--- src/rtl/pcs_pkg.sv ---
package pcs_pkg;

   // Clock rate and timing figures
   localparam int unsigned CLK_HZ           = 40_000_000;
   localparam int unsigned DEBOUNCE_US      = 1000;
   localparam int unsigned DEBOUNCE_CYC     = (CLK_HZ / 1_000_000) * DEBOUNCE_US;
   localparam int unsigned OFF_HOLD_MS      = 1000;
   localparam int unsigned OFF_HOLD_CYC     = (CLK_HZ / 1000) * OFF_HOLD_MS;
   localparam int unsigned AC_OFF_MS        = 15000;
   localparam int unsigned AC_OFF_CYC       = (CLK_HZ / 1000) * AC_OFF_MS;
   localparam int unsigned PGOOD_DELAY_MS   = 100;
   localparam int unsigned PGOOD_DELAY_CYC  = (CLK_HZ / 1000) * PGOOD_DELAY_MS;
   localparam int unsigned CNT_W            = 30;

   // Main sequencer states, Gray along off -> ramp -> on -> latched
   typedef enum logic [1:0] {
      PCS_OFF     = 2'b00,
      PCS_RAMP    = 2'b01,
      PCS_ON      = 2'b11,
      PCS_LATCHED = 2'b10
   } pcs_state_t;

   // Fault and status inputs from the analog monitors
   typedef struct packed {
      logic overcurrentTrip;
      logic overvoltageTrip;
      logic standbyOvercurrent;
      logic standbyShort;
      logic overTemp;
      logic warning;
      logic envLimit;
   } pcs_faults_t;

   typedef struct packed {
      logic acPresent;
      logic modulePresent;
      logic moduleDummy;
      logic moduleFailed;
      logic mainInReg;
   } pcs_module_t;

endpackage

--- src/rtl/pcs_supervisor.sv ---
`timescale 1ns/10ps
module pcs_supervisor
   import pcs_pkg::*;
#(
   parameter int unsigned FILTER_CYC  = DEBOUNCE_CYC,
   parameter int unsigned OFF_CYC     = OFF_HOLD_CYC,
   parameter int unsigned AC_CYC      = AC_OFF_CYC,
   parameter int unsigned PGOOD_CYC   = PGOOD_DELAY_CYC
)(
   input  wire logic        clk,
   input  wire logic        rst_n,
   input  wire logic        power_on_request_n,
   input  wire pcs_faults_t faults,
   input  wire pcs_module_t modSt,
   input  wire logic        smbClkIn,
   input  wire logic        smbDataIn,
   output logic             smbClkOut,
   output logic             smbClkOe,
   output logic             smbDataOut,
   output logic             smbDataOe,
   output logic             mainRailEn,
   output logic             standby_rail,
   output logic             power_good_out,
   output logic             fault_alert_n,
   output logic             ledRed,
   output logic             statusTtlOut,
   output logic             statusTtlOe
);

   logic             onReqClean;
   pcs_state_t       state_ff;
   pcs_state_t       nxt_state;
   logic [CNT_W-1:0] offCnt_ff;
   logic [CNT_W-1:0] nxt_offCnt;
   logic [CNT_W-1:0] acCnt_ff;
   logic [CNT_W-1:0] nxt_acCnt;
   logic [CNT_W-1:0] pgCnt_ff;
   logic [CNT_W-1:0] nxt_pgCnt;
   logic             offSeen_ff;
   logic             nxt_offSeen;
   logic             mainEn_ff;
   logic             nxt_mainEn;
   logic             sbEn_ff;
   logic             nxt_sbEn;
   logic             pgood_ff;
   logic             nxt_pgood;
   logic             alertN_ff;
   logic             nxt_alertN;
   logic             red_ff;
   logic             nxt_red;
   logic             ttlLow_ff;
   logic             nxt_ttlLow;
   logic             mainTrip;
   logic             alertEvent;

   pcs_debounce #(
      .FILTER_CYC (FILTER_CYC)
   ) u_onreq (
      .clk      (clk),
      .rst_n    (rst_n),
      .rawIn    (power_on_request_n),
      .cleanOut (onReqClean)
   );

   // Pull-up on the pin makes an open input arrive here as high, i.e. off
   assign mainTrip   = faults.overcurrentTrip | faults.overvoltageTrip;
   assign alertEvent = mainTrip | faults.standbyOvercurrent | faults.standbyShort
                     | faults.overTemp | faults.warning | faults.envLimit
                     | modSt.moduleFailed;

   // Main sequencer
   always_comb begin
      nxt_state   = state_ff;
      nxt_offCnt  = '0;
      nxt_acCnt   = '0;
      nxt_offSeen = offSeen_ff;
      nxt_pgCnt   = '0;
      unique case (state_ff)
         PCS_OFF: begin
            if (!onReqClean && modSt.acPresent && !mainTrip) begin
               nxt_state = PCS_RAMP;
            end
         end
         PCS_RAMP: begin
            if (mainTrip) begin
               nxt_state = PCS_LATCHED;
            end else if (onReqClean || !modSt.acPresent) begin
               nxt_state = PCS_OFF;
            end else if (modSt.mainInReg) begin
               if (pgCnt_ff >= CNT_W'(PGOOD_CYC - 1)) begin
                  nxt_state = PCS_ON;
               end else begin
                  nxt_pgCnt = pgCnt_ff + CNT_W'(1);
               end
            end
         end
         PCS_ON: begin
            if (mainTrip) begin
               nxt_state = PCS_LATCHED;
            end else if (onReqClean || !modSt.acPresent) begin
               nxt_state = PCS_OFF;
            end else if (!modSt.mainInReg) begin
               nxt_state = PCS_RAMP;
            end
         end
         PCS_LATCHED: begin
            // Restart only after an off cycle; on-request must return low after it
            if (!modSt.acPresent) begin
               if (acCnt_ff >= CNT_W'(AC_CYC - 1)) begin
                  nxt_state = PCS_OFF;
               end else begin
                  nxt_acCnt = acCnt_ff + CNT_W'(1);
               end
            end
            if (onReqClean) begin
               if (offCnt_ff >= CNT_W'(OFF_CYC - 1)) begin
                  nxt_offSeen = 1'b1;
                  nxt_offCnt  = offCnt_ff;
               end else begin
                  nxt_offCnt = offCnt_ff + CNT_W'(1);
               end
            end else if (offSeen_ff && !mainTrip) begin
               nxt_state = PCS_OFF;
            end
            if (nxt_state == PCS_OFF) begin
               nxt_offSeen = 1'b0;
            end
         end
      endcase
   end

   // Output levels
   always_comb begin
      nxt_mainEn = (nxt_state == PCS_RAMP) || (nxt_state == PCS_ON);
      // Standby follows AC presence and its own faults only, and recovers on its own
      nxt_sbEn   = modSt.acPresent && !faults.standbyShort
                 && !faults.standbyOvercurrent;
      nxt_pgood  = (nxt_state == PCS_ON) && modSt.mainInReg;
      nxt_alertN = !alertEvent;
      nxt_red    = alertEvent;
      nxt_ttlLow = !modSt.moduleDummy
                 && (!modSt.acPresent || !modSt.modulePresent || modSt.moduleFailed
                     || state_ff == PCS_LATCHED || !nxt_pgood);
   end

   always_ff @(posedge clk) begin
      if (!rst_n) begin
         state_ff   <= PCS_OFF;
         offCnt_ff  <= '0;
         acCnt_ff   <= '0;
         pgCnt_ff   <= '0;
         offSeen_ff <= 1'b0;
         mainEn_ff  <= 1'b0;
         sbEn_ff    <= 1'b0;
         pgood_ff   <= 1'b0;
         alertN_ff  <= 1'b1;
         red_ff     <= 1'b0;
         ttlLow_ff  <= 1'b1;
      end else begin
         state_ff   <= nxt_state;
         offCnt_ff  <= nxt_offCnt;
         acCnt_ff   <= nxt_acCnt;
         pgCnt_ff   <= nxt_pgCnt;
         offSeen_ff <= nxt_offSeen;
         mainEn_ff  <= nxt_mainEn;
         sbEn_ff    <= nxt_sbEn;
         pgood_ff   <= nxt_pgood;
         alertN_ff  <= nxt_alertN;
         red_ff     <= nxt_red;
         ttlLow_ff  <= nxt_ttlLow;
      end
   end

   // Management link pins are released; the transaction engine lives elsewhere
   logic smbIdle_ff;
   always_ff @(posedge clk) begin
      if (!rst_n) begin
         smbIdle_ff <= 1'b0;
      end else begin
         smbIdle_ff <= smbClkIn & smbDataIn;
      end
   end

   assign smbClkOut      = 1'b0;
   assign smbClkOe       = 1'b0;
   assign smbDataOut     = 1'b0;
   assign smbDataOe      = 1'b0;
   assign mainRailEn     = mainEn_ff;
   assign standby_rail   = sbEn_ff;
   assign power_good_out = pgood_ff;
   assign fault_alert_n  = alertN_ff;
   assign ledRed         = red_ff;
   assign statusTtlOut   = 1'b0;
   assign statusTtlOe    = ttlLow_ff;

endmodule

--- src/rtl/pcs_debounce.sv ---
`timescale 1ns/10ps
module pcs_debounce
   import pcs_pkg::*;
#(
   parameter int unsigned FILTER_CYC = DEBOUNCE_CYC
)(
   input  wire logic clk,
   input  wire logic rst_n,
   input  wire logic rawIn,
   output logic      cleanOut
);

   logic             sync1_ff;
   logic             sync2_ff;
   logic             clean_ff;
   logic [CNT_W-1:0] cnt_ff;
   logic             nxt_clean;
   logic [CNT_W-1:0] nxt_cnt;

   // Filter needs a stable level for the full period before it moves
   always_comb begin
      nxt_clean = clean_ff;
      nxt_cnt   = '0;
      if (sync2_ff != clean_ff) begin
         if (cnt_ff >= CNT_W'(FILTER_CYC - 1)) begin
            nxt_clean = sync2_ff;
         end else begin
            nxt_cnt = cnt_ff + CNT_W'(1);
         end
      end
   end

   always_ff @(posedge clk) begin
      if (!rst_n) begin
         sync1_ff <= 1'b1;
         sync2_ff <= 1'b1;
         clean_ff <= 1'b1;
         cnt_ff   <= '0;
      end else begin
         sync1_ff <= rawIn;
         sync2_ff <= sync1_ff;
         clean_ff <= nxt_clean;
         cnt_ff   <= nxt_cnt;
      end
   end

   assign cleanOut = clean_ff;

endmodule

--- config.mk ---
export PLATFORM = sky130hd
export DESIGN_NAME = pcs_supervisor
export DESIGN_NICKNAME = d
export VERILOG_FILES = /design/src/rtl/pcs_pkg.sv /design/src/rtl/pcs_supervisor.sv /design/src/rtl/pcs_debounce.sv
export SDC_FILE = /design/constraint.sdc
export NUM_CORES = 1
export LEC_CHECK = 0
export ABC_AREA = 1
export BUFFER_PORTS_ARGS = -buffer_cell sky130_fd_sc_hd__buf_2
export CAP_MARGIN = 20
export CORE_MARGIN = 2
export CORE_UTILIZATION = 45
export CTS_CLUSTER_DIAMETER = 40
export DETAILED_ROUTE_END_ITERATION = 7
export PLACE_DENSITY = 0.66
export SLEW_MARGIN = 25
export SYNTH_ARGS = -nofsm -noshare
export SYNTH_HDL_FRONTEND = slang
export SYNTH_SLANG_ARGS = --single-unit
export TNS_END_PERCENT = 10
--- constraint.sdc ---
create_clock -name clk -period 2 [get_ports clk]
set_clock_uncertainty 0.05 [all_clocks]
set_input_delay 0.1 -clock clk [delete_from_list [all_inputs] [get_ports clk]]
set_output_delay 0.1 -clock clk [all_outputs]
set_load 0.005 [all_outputs]
==> results.py, run 1 <==
metrics = {
    "cells_and_area": {
        "fillers": 1245,
        "final_util_pct": 55.9,
        "mostFrequentLayoutCells": "nand2_1 (154), dfxtp_1 (124), nor2_1 (111)",
        "nets": 907,
        "area_delta_synth_final_pct": 22.0,
        "diodes": 0,
        "drive_above_1_share_pct": 17.4,
        "final_common_cell": "nand2_1",
    },
    "grt": {
        "grt_usage_pct": 17.4,
        "grt_pass1_wl_um": 20200,
        "grt_pass1_vias": 4602,
        "grt_overflow": 0,
        "antenna_found_initial": 0,
        "grt_max_degree": 19,
    },
    "floorplan": {
        "dieArea_um2": 14300,
        "dieHeight_um": 120,
        "die_w_um": 120,
        "ios": 28,
        "coreArea_um2": 13100,
        "row_count": 42,
        "initial_core_util_pct": 45.8,
    },
    "worst_setup_path": {
        "cp_max_fo": 6,
        "crit_arrival_ns": 2.13,
        "crit_start": "acCnt_ff[0]",
        "endpoint_kind": "flip-flop",
        "path_class": "reg -> reg",
        "rr_startpoint": "acCnt_ff[0]",
        "cpPeakStageDelay_ns": 0.36,
        "r2r_end": "acCnt_ff[28]",
        "startpoint_type": "flip-flop",
        "rr_worst_depth": 13,
        "worst_ep_required_time_ns": 2.26,
        "cp_cell_sequence": "ha_4 > nand2_4 > inv_4 > nand2_4 > nor2_4 > nand2_2 > nor2_4 > nand2_2 > nor2_4 > nand2_4 > nor3_4 > and2_4 > nor3_2",
        "crit_end": "acCnt_ff[28]",
        "r2r_slack_ns": 0.12,
        "slowest_stage": "dfxtp_2",
    },
    "logic_synthesis": {
        "synthArstFlopShare_pct": 0,
        "yosysSeqAreaShare_pct": 43.6,
        "synth_ff_type": "dfxtp_1",
        "synth.avg_cell_area_um2": 7.52,
        "synth-seq-cells": 131,
        "syn_area_um2": 6020,
        "muxShareOfSynthArea_pct": 0,
        "synth_xor_area_share_pct": 5.97,
        "syn_inst": 801,
        "ys_warn_count": 0,
        "synth_top_family_by_area": "simple AND/OR/NAND/NOR gates",
        "synth_cell_types": 45,
        "synth-edff-count": 0,
        "synthAdderAreaFrac_pct": 0.831,
        "synth_simple_gate_area_share_pct": 34.3,
        "synth_compound_gate_area_share_pct": 7.69,
    },
    "clocking": {
        "clock_latency_ns": 0.41,
        "root_buffer": "clkbuf_16",
        "cts_made_buffers": 17,
        "cts_sinks": 131,
        "cts_max_level": 4,
        "cts_tree": "done",
        "cts.reportedPaths.clkPinSlew_ns": 0.05,
        "clk_path_buf_depth": 2,
    },
    "power": {
        "finalPower_mw": 5.78,
        "p_leak_nw": 2.71,
        "peakVddDrop_uv": 679,
        "power_density_nw_per_um2": 787,
    },
    "sta": {
        "setup_tns_ns": 0,
        "max_clock_freq_ghz": 0.533,
        "slew_violations": 0,
        "tightest_slew_ns": 0.538,
        "period_minus_slack_ns": 1.88,
        "final_hold_viol_count": 0,
        "rsz0062_at_grt": "true",
        "slew-limit-headroom_pct": 63.9,
        "setup_viol": 0,
        "period_share_pct": 93.9,
        "timing.hold.ws_ns": 0.00916,
    },
    "detailed_routing": {
        "routed-via-count": 5087,
        "wl_met1_um": 5930,
        "drt-wirelength-per-cell_um": 11.0,
        "via_per_inst": 4.74,
        "drt_iter0_drc": 287,
        "routed.top_layer": "met4",
        "ant_nets": 0,
        "dr_wl_met2_um": 5340,
        "wl_um": 11900,
        "firstDrtPassIters": 6,
        "drc_errors": 0,
        "wl_met3_um": 443,
    },
    "outcome": {
        "status": "finished clean",
    },
    "placed_design": {
        "gp_congestion": 0.907,
        "dp.final_hpwl_um": 8760,
        "io_buffers": 20,
    },
    "min_path": {
        "hp-class": "in -> reg",
    },
    "run": {
        "max-cap-violations": 0,
    },
}
-- power breakdown --
part | internal (mW) | switching, mW
registers | 2.64 | 0.00932
clock network | 1.99 | 1.08
logic | 0.0325 | 0.0359
total | 4.66 | 1.12
-- kinds of logic after synthesis --
| logic type | Yosys count |
|---|---|
| buf+inv | 108 |
| compound gates | 79 |
| flops | 131 |
| fa+ha+maj | 4 |
| simple gates | 437 |
| xor+xnor | 41 |
| other cells | 1 |
-- worst max-delay path, delay by kind of cell (launching register included) --
kind	cells	cell delay, ns
AND/OR/NAND/NOR	11	1.15
flip-flops	1	0.36
adder cells (fa/ha/maj)	1	0.15
buffers and inverters	1	0.06
-- registers in the layout, summed over array words and instances, names as in the netlist --
register,count
acCnt_ff,30
fault_alert_n,1
ledRed,1
offCnt_ff,30
offSeen_ff,1
pgCnt_ff,30
power_good_out,1
standby_rail,1
state_ff,2
statusTtlOe,1
u_onreq.cleanOut,1
u_onreq.cnt_ff,30
u_onreq.sync1_ff,1
u_onreq.sync2_ff,1
-- worst min-delay path by stage --
| stage | startpoint | to | slack, ns | cells past startpoint |
|---|---|---|---|---|
| 6_report | modSt[1] | statusTtlOe | 0.009 | 5 |
| 5_1_grt | modSt[1] | statusTtlOe | 0.02 | 5 |
| 4_1_cts | modSt[1] | statusTtlOe | 0.004 | 5 |
| 3_5_place_dp | faults[3] | standby_rail | 0.24 | 2 |
| 3_3_place_gp | faults[3] | standby_rail | 0.23 | 2 |
| 2_1_floorplan | faults[4] | standby_rail | 0.13 | 1 |
-- Yosys cell counts, drive strengths merged (11+ instances only) --
library cell,number,area share (%)
nand2,174,12
nor4,16,1.7
nor3b,13,1.6
inv,89,5.5
dfxtp,131,44
nor3,40,4.2
a21oi,49,4.7
o21ai,18,1.5
nand4,19,2.0
xnor2,11,1.6
nand3,42,3.6
nor2,120,8.1
xor2,30,4.4
buf,12,1.6
-- final cells by class --
cell class	instances	area [um2]	share of cell area [%]
inverter	89	337	4.58
clock buffer	23	498	6.78
tap	176	220	3.00
sequential	131	2630	35.8
multi-input combinational	588	3120	42.4
timing repair buffer	59	440	6.00
clock inverter	8	100	1.36
-- per-layer routing --
metal,track usage [%],vias to the layer above
met5,0,-
met4,5.74,0
met3,4.85,15
met2,27.5,68
met1,23.1,2257
li1,-,2747
-- metrics by stage --
stage / cell area [um2] / instances / setup WS [ns]
after CTS: 7230 / 1071 / 0.0919
after detailed placement: 6540 / 1031 / 0.104
final: 7340 / 1074 / 0.123
after global routing: 7340 / 1074 / -0.0284
after global placement: 6540 / 1031 / 0.114
after floorplan: 6120 / 827 / 0.197
-- what timing repair did --
action	4_1_cts	5_1_grt
endpoints found under the setup margin	0	37
hold endpoints to repair	6	0
hold buffers	9	0
resized for setup	0	27
buffers inserted	0	3
(Power assumes the default switching activity.)
==> run 2, diff against run 1 <==
--- a/config.mk
+++ b/config.mk
@@ -12,7 +12,7 @@
 export CORE_UTILIZATION = 45
 export CTS_CLUSTER_DIAMETER = 40
 export DETAILED_ROUTE_END_ITERATION = 7
-export PLACE_DENSITY = 0.66
+export PLACE_DENSITY = 0.69
 export SLEW_MARGIN = 25
 export SYNTH_ARGS = -nofsm -noshare
 export SYNTH_HDL_FRONTEND = slang
==> constraint.sdc (replaced) <==
create_clock -name clk -period 1.5 [get_ports clk]
set_clock_uncertainty 0.05 [all_clocks]
set_input_delay 0.075 -clock clk [delete_from_list [all_inputs] [get_ports clk]]
set_output_delay 0.075 -clock clk [all_outputs]
set_load 0.005 [all_outputs]
==> run 2 against run 1 <==
Against the previous run:
- the flow now finishes with violations (setup timing)
- sequential share of layout area shrank 6.9 points
- cell area rose by 24%
- routed wire length grew 31%
- flip-flop and latch count is the same
- global-route usage rose by 4.5 points
- critical path type unchanged
==> results.py, run 2 (same netlist as run 1, synthesis figures left out) <==
metrics = {
    "floorplan": {
        "row_count": 42,
        "die_w_um": 120,
        "initial_core_util_pct": 45.8,
        "ios": 28,
        "dieHeight_um": 120,
        "coreArea_um2": 13100,
        "dieArea_um2": 14300,
    },
    "cells_and_area": {
        "multiInputGateArea_um2": 3480,
        "diodes": 0,
        "area_delta_synth_final_pct": 51.2,
        "fin_area_um2": 9100,
        "finalNonFillerCells": 1247,
        "final_common_cell": "buf_4",
        "nets": 1079,
        "fillers": 1025,
        "seqCellArea_um2": 2640,
        "final_util_pct": 69.3,
        "mostFrequentLayoutCells": "buf_4 (185), nand2_1 (138), dfxtp_1 (119)",
        "drive_above_1_share_pct": 36.9,
    },
    "power": {
        "p_seq_share_pct": 45.0,
        "power_density_nw_per_um2": 862,
        "peakVddDrop_uv": 820,
        "share_comb_of_total_power_pct": 1.5,
        "finalPower_mw": 7.85,
        "power_switching_mw": 1.59,
        "switching_share_pct": 20.2,
        "p_int_mw": 6.26,
        "power_frac_clock_pct": 53.5,
        "p_leak_nw": 3.71,
    },
    "sta": {
        "worst_slack_ns": -0.349,
        "max_clock_freq_ghz": 0.541,
        "period_share_pct": 123,
        "final_hold_viol_count": 0,
        "period_minus_slack_ns": 1.85,
        "slew_violations": 0,
        "rsz0062_at_grt": "true",
        "setup_viol": 79,
    },
    "clocking": {
        "cts_made_buffers": 17,
        "root_buffer": "clkbuf_16",
        "cts_sinks": 131,
        "clk_path_buf_depth": 2,
        "cts_max_level": 4,
        "cts_tree": "done",
        "cts.reportedPaths.clkPinSlew_ns": 0.06,
        "clock_latency_ns": 0.43,
    },
    "worst_setup_path": {
        "rr_worst_depth": 15,
        "r2r_slack_ns": -0.35,
        "worst_ep_required_time_ns": 1.81,
        "cp_max_fo": 7,
        "crit_arrival_ns": 2.16,
        "endpoint_kind": "flip-flop",
        "r2r_end": "offCnt_ff[10]",
        "startpoint_type": "flip-flop",
        "rr_startpoint": "offCnt_ff[0]",
        "path_class": "reg -> reg",
    },
    "outcome": {
        "status": "finished with violations",
        "violations": "setup timing",
    },
    "placed_design": {
        "io_buffers": 20,
        "gp_congestion": 0.918,
        "placed_area_um2": 7720,
        "dp.final_hpwl_um": 10100,
        "placed_cells": 1185,
    },
    "run": {
        "max-cap-violations": 0,
    },
    "detailed_routing": {
        "wl_um": 15500,
        "wl_met3_um": 678,
        "routed-via-count": 6051,
        "firstDrtPassIters": 5,
        "via_per_inst": 4.85,
        "drc_errors": 0,
        "ant_nets": 0,
        "routed.top_layer": "met4",
        "drt_iter0_drc": 311,
        "drt-wirelength-per-cell_um": 12.4,
        "wl_met1_um": 6870,
        "dr_wl_met2_um": 7550,
    },
    "grt": {
        "antenna_found_initial": 0,
        "grt_max_degree": 20,
        "grt_usage_pct": 21.9,
        "grt_overflow": 0,
        "grt_pass1_vias": 5807,
        "grt_pass1_wl_um": 25300,
    },
    "min_path": {
        "whs_endpoint": "statusTtlOe",
        "hp-class": "in -> reg",
        "min_from": "modSt[3]",
        "whs_path_depth": 6,
    },
}
[run 2: area by class of cell]
type	instances	area share, %
Multi-Input combinational cell	588	38.2
Sequential cell	131	29.0
Timing Repair Buffer	229	19.9
Clock buffer	22	5.10
Inverter	89	3.78
Tap cell	176	2.42
Clock inverter	10	1.44
Timing Repair inverter	2	0.192
[run 2: how the worst max path moves through the flow]
stage | end | slack (ns) | cells after the start | from
global placement | power_good_out | -0.31 | 14 | acCnt_ff[0]
global route | offCnt_ff[10] | -0.47 | 15 | offCnt_ff[0]
detailed placement | power_good_out | -0.36 | 14 | acCnt_ff[0]
CTS | offCnt_ff[9] | -0.30 | 14 | offCnt_ff[0]
finish | offCnt_ff[10] | -0.35 | 15 | offCnt_ff[0]
floorplan | offCnt_ff[10] | -0.27 | 15 | offCnt_ff[1]
[run 2: stage by stage]
| stage | hold WS, ns | setup slack, ns | TNS [ns] |
|---|---|---|---|
| after global routing | 0.0746 | -0.471 | -24.05 |
| final | 0.0451 | -0.349 | -13.30 |
| after floorplan | 0.103 | -0.271 | -14.77 |
| after detailed placement | 0.213 | -0.359 | -22.05 |
| after CTS | 0.0211 | -0.304 | -13.88 |
| after global placement | 0.210 | -0.312 | -19.29 |
[run 2: power by group through the flow]
stage / Combinational, mW / Clock (mW) / Sequential (mW)
floorplan: 0.0412 / 0 / 3.61
global placement: 0.0851 / 0 / 3.61
detailed placement: 0.0864 / 0 / 3.61
CTS: 0.108 / 4.25 / 3.53
global route: 0.126 / 4.41 / 3.54
finish: 0.114 / 4.20 / 3.54
[run 2: critical path, stage by stage (launching register included)]
cell,delay (ns)
dfxtp_2,0.35
ha_4,0.15
inv_4,0.04
nor3_4,0.13
nand2_2,0.09
inv_2,0.07
nand2_2,0.05
nand2_1,0.08
nand2_1,0.07
nand3_2,0.09
nand2_4,0.07
nand2_8,0.14
buf_12,0.12
buf_16,0.12
nand2_4,0.04
a21oi_2,0.12
[run 2: routing by layer]
metal | vias up | global-route usage, %
met5 | - | 0
met2 | 139 | 36.8
met4 | 0 | 9.26
li1 | 3091 | -
met1 | 2778 | 26.0
met3 | 43 | 6.51
[run 2: repair_timing]
action	4_1_cts	5_1_grt
endpoints found under the setup margin	99	104
cloned	3	0
gates resized for setup	65	73
pin swaps	24	13
hold buffers	11	0
hold endpoints to repair	7	0
setup buffers	15	1
==> run 3, diff against run 2 <==
--- a/config.mk
+++ b/config.mk
@@ -12,7 +12,7 @@
 export CORE_UTILIZATION = 45
 export CTS_CLUSTER_DIAMETER = 40
 export DETAILED_ROUTE_END_ITERATION = 7
-export PLACE_DENSITY = 0.69
+export PLACE_DENSITY = 0.66
 export SLEW_MARGIN = 25
 export SYNTH_ARGS = -nofsm -noshare
 export SYNTH_HDL_FRONTEND = slang
==> constraint.sdc (replaced) <==
create_clock -name clk -period 1.8 [get_ports clk]
set_clock_uncertainty 0.05 [all_clocks]
set_input_delay 0.09 -clock clk [delete_from_list [all_inputs] [get_ports clk]]
set_output_delay 0.09 -clock clk [all_outputs]
set_load 0.005 [all_outputs]
==> run 3 against run 2 <==
Against the previous run:
- the run still ends with setup timing left
- core utilization decreased by 9.2 points
- first-iteration DRC count increased by 3.9%
- sequential share of layout area increased by 4.4 points
- cell area decreased by 13%
- critical endpoint is now acCnt_ff[28]
==> results.py, run 3 (same netlist as run 1, synthesis figures left out) <==
metrics = {
    "grt": {
        "grt_usage_pct": 18.9,
        "antenna_found_initial": 0,
        "grt_overflow": 0,
        "grt_pass1_vias": 4929,
        "grt_pass1_wl_um": 21800,
        "grt_max_degree": 19,
    },
    "cells_and_area": {
        "mostFrequentLayoutCells": "nand2_1 (142), dfxtp_1 (121), nor2_1 (104)",
        "drive_above_1_share_pct": 26.4,
        "diodes": 0,
        "nets": 959,
        "area_delta_synth_final_pct": 31.1,
        "final_common_cell": "nand2_1",
    },
    "clocking": {
        "clock_latency_ns": 0.42,
        "cts_made_buffers": 17,
        "root_buffer": "clkbuf_16",
        "cts.reportedPaths.clkPinSlew_ns": 0.05,
        "cts_tree": "done",
        "clk_path_buf_depth": 2,
        "cts_max_level": 4,
        "cts_sinks": 131,
    },
    "sta": {
        "period_minus_slack_ns": 1.86,
        "final_hold_viol_count": 0,
        "setup_viol": 3,
        "worst_slack_ns": -0.0639,
        "slew-limit-headroom_pct": 62.2,
        "max_clock_freq_ghz": 0.537,
        "period_share_pct": 104,
        "slew_violations": 0,
        "timing.hold.ws_ns": 0.00851,
        "tightest_slew_ns": 0.563,
        "rsz0062_at_grt": "true",
    },
    "power": {
        "switching_share_pct": 19.4,
        "power_density_nw_per_um2": 791,
        "p_int_mw": 5.03,
        "p_seq_share_pct": 47.2,
        "peakVddDrop_uv": 617,
        "share_comb_of_total_power_pct": 1.2,
        "p_leak_nw": 3.00,
        "power_frac_clock_pct": 51.5,
        "power_switching_mw": 1.21,
        "finalPower_mw": 6.24,
    },
    "worst_setup_path": {
        "worst_ep_required_time_ns": 2.06,
        "endpoint_kind": "flip-flop",
        "cp_max_fo": 6,
        "cpPeakStageDelay_ns": 0.35,
        "slowest_stage": "dfxtp_2",
        "cp_cell_sequence": "ha_4 > nand2_4 > inv_4 > nand2_4 > nor2_4 > nand2_2 > nor2_4 > nand2_2 > nor2_4 > nand2_4 > nor3_4 > and2_4 > nor3_2",
        "startpoint_type": "flip-flop",
        "path_class": "reg -> reg",
        "crit_start": "acCnt_ff[1]",
        "rr_startpoint": "acCnt_ff[1]",
        "crit_arrival_ns": 2.12,
    },
    "run": {
        "max-cap-violations": 0,
    },
    "floorplan": {
        "ios": 28,
        "die_w_um": 120,
        "dieArea_um2": 14300,
        "initial_core_util_pct": 45.8,
        "row_count": 42,
        "coreArea_um2": 13100,
        "dieHeight_um": 120,
    },
    "min_path": {
        "min_from": "modSt[1]",
        "hp-class": "in -> reg",
    },
    "detailed_routing": {
        "firstDrtPassIters": 5,
        "drc_errors": 0,
        "wl_um": 13000,
        "via_per_inst": 4.81,
        "drt_iter0_drc": 323,
        "drt-wirelength-per-cell_um": 11.5,
        "ant_nets": 0,
        "routed-via-count": 5410,
    },
    "placed_design": {
        "io_buffers": 20,
        "gp_congestion": 0.871,
        "dp.final_hpwl_um": 9110,
    },
    "outcome": {
        "violations": "setup timing",
        "status": "finished with violations",
    },
}
[run 3: changes by cell type in the layout (fill, tap and decap cells not counted), sizes merged]
cell         before  now
dlygate4sd3      11    9
clkinv            6    4
bufinv            3    1
inv              91   89
clkinvlp          1    0
clkbuf           22   25
buf             218  102
[run 3: per-stage QoR]
stage	cell area, um2	std cells	setup TNS, ns	util [%]	worst slack (ns)
final	7890	1125	-0.108	60.1	-0.0639
after global routing	7890	1125	-2.72	60.1	-0.174
after CTS	7570	1117	-0.0731	57.6	-0.0363
after detailed placement	6880	1077	-1.64	52.4	-0.0913
after global placement	6880	1077	-1.16	52.4	-0.0626
after floorplan	6120	827	0	-	0.00755
[run 3: critical path: cells and delay by family, from the launching register on]
kind / cells / cell delay [ns]
buf+inv: 1 / 0.06
simple gates: 11 / 1.13
fa+ha+maj: 1 / 0.15
flops: 1 / 0.35
[run 3: layout make-up]
type / count / area [um2]
Sequential cell: 131 / 2640
Fill cell: 1225 / 5250
Multi-Input combinational cell: 588 / 3300
Inverter: 89 / 339
Clock buffer: 25 / 505
Tap cell: 176 / 220
Clock inverter: 5 / 50.0
Timing Repair Buffer: 111 / 838
[run 3: power groups by stage]
stage | logic [mW] | clock network (mW) | registers (mW)
2_1_floorplan | 0.0344 | 0 | 3.01
3_3_place_gp | 0.0615 | 0 | 3.01
3_5_place_dp | 0.0621 | 0 | 3.01
4_1_cts | 0.0751 | 3.29 | 2.95
5_1_grt | 0.0878 | 3.44 | 2.95
6_report | 0.0777 | 3.22 | 2.95
[run 3: layer usage]
| metal | part of all wire (%) | vias to the layer above | track usage [%] |
|---|---|---|---|
| li1 | - | 2849 | - |
| met1 | 47 | 2465 | 24.3 |
| met2 | 48 | 83 | 30.6 |
| met3 | 3.6 | 13 | 4.85 |
| met4 | 1.4 | 0 | 7.06 |
| met5 | 0 | - | 0 |
[run 3: final timing paths]
path / end / slack, ns / depth (start not counted)
setup / recovery: acCnt_ff[28] / -0.06 / 13
hold / removal: statusTtlOe / 0.009 / 5
setup reg to reg: acCnt_ff[28] / -0.06 / 13
hold reg to reg: u_onreq.sync2_ff / 0.36 / 1
[run 3: timing repair]
action	4_1_cts	5_1_grt
endpoints found under the setup margin	48	81
buffers inserted	1	8
endpoints found under the hold margin	6	0
gates resized for setup	13	74
pin swaps	2	19
hold buffers	9	0
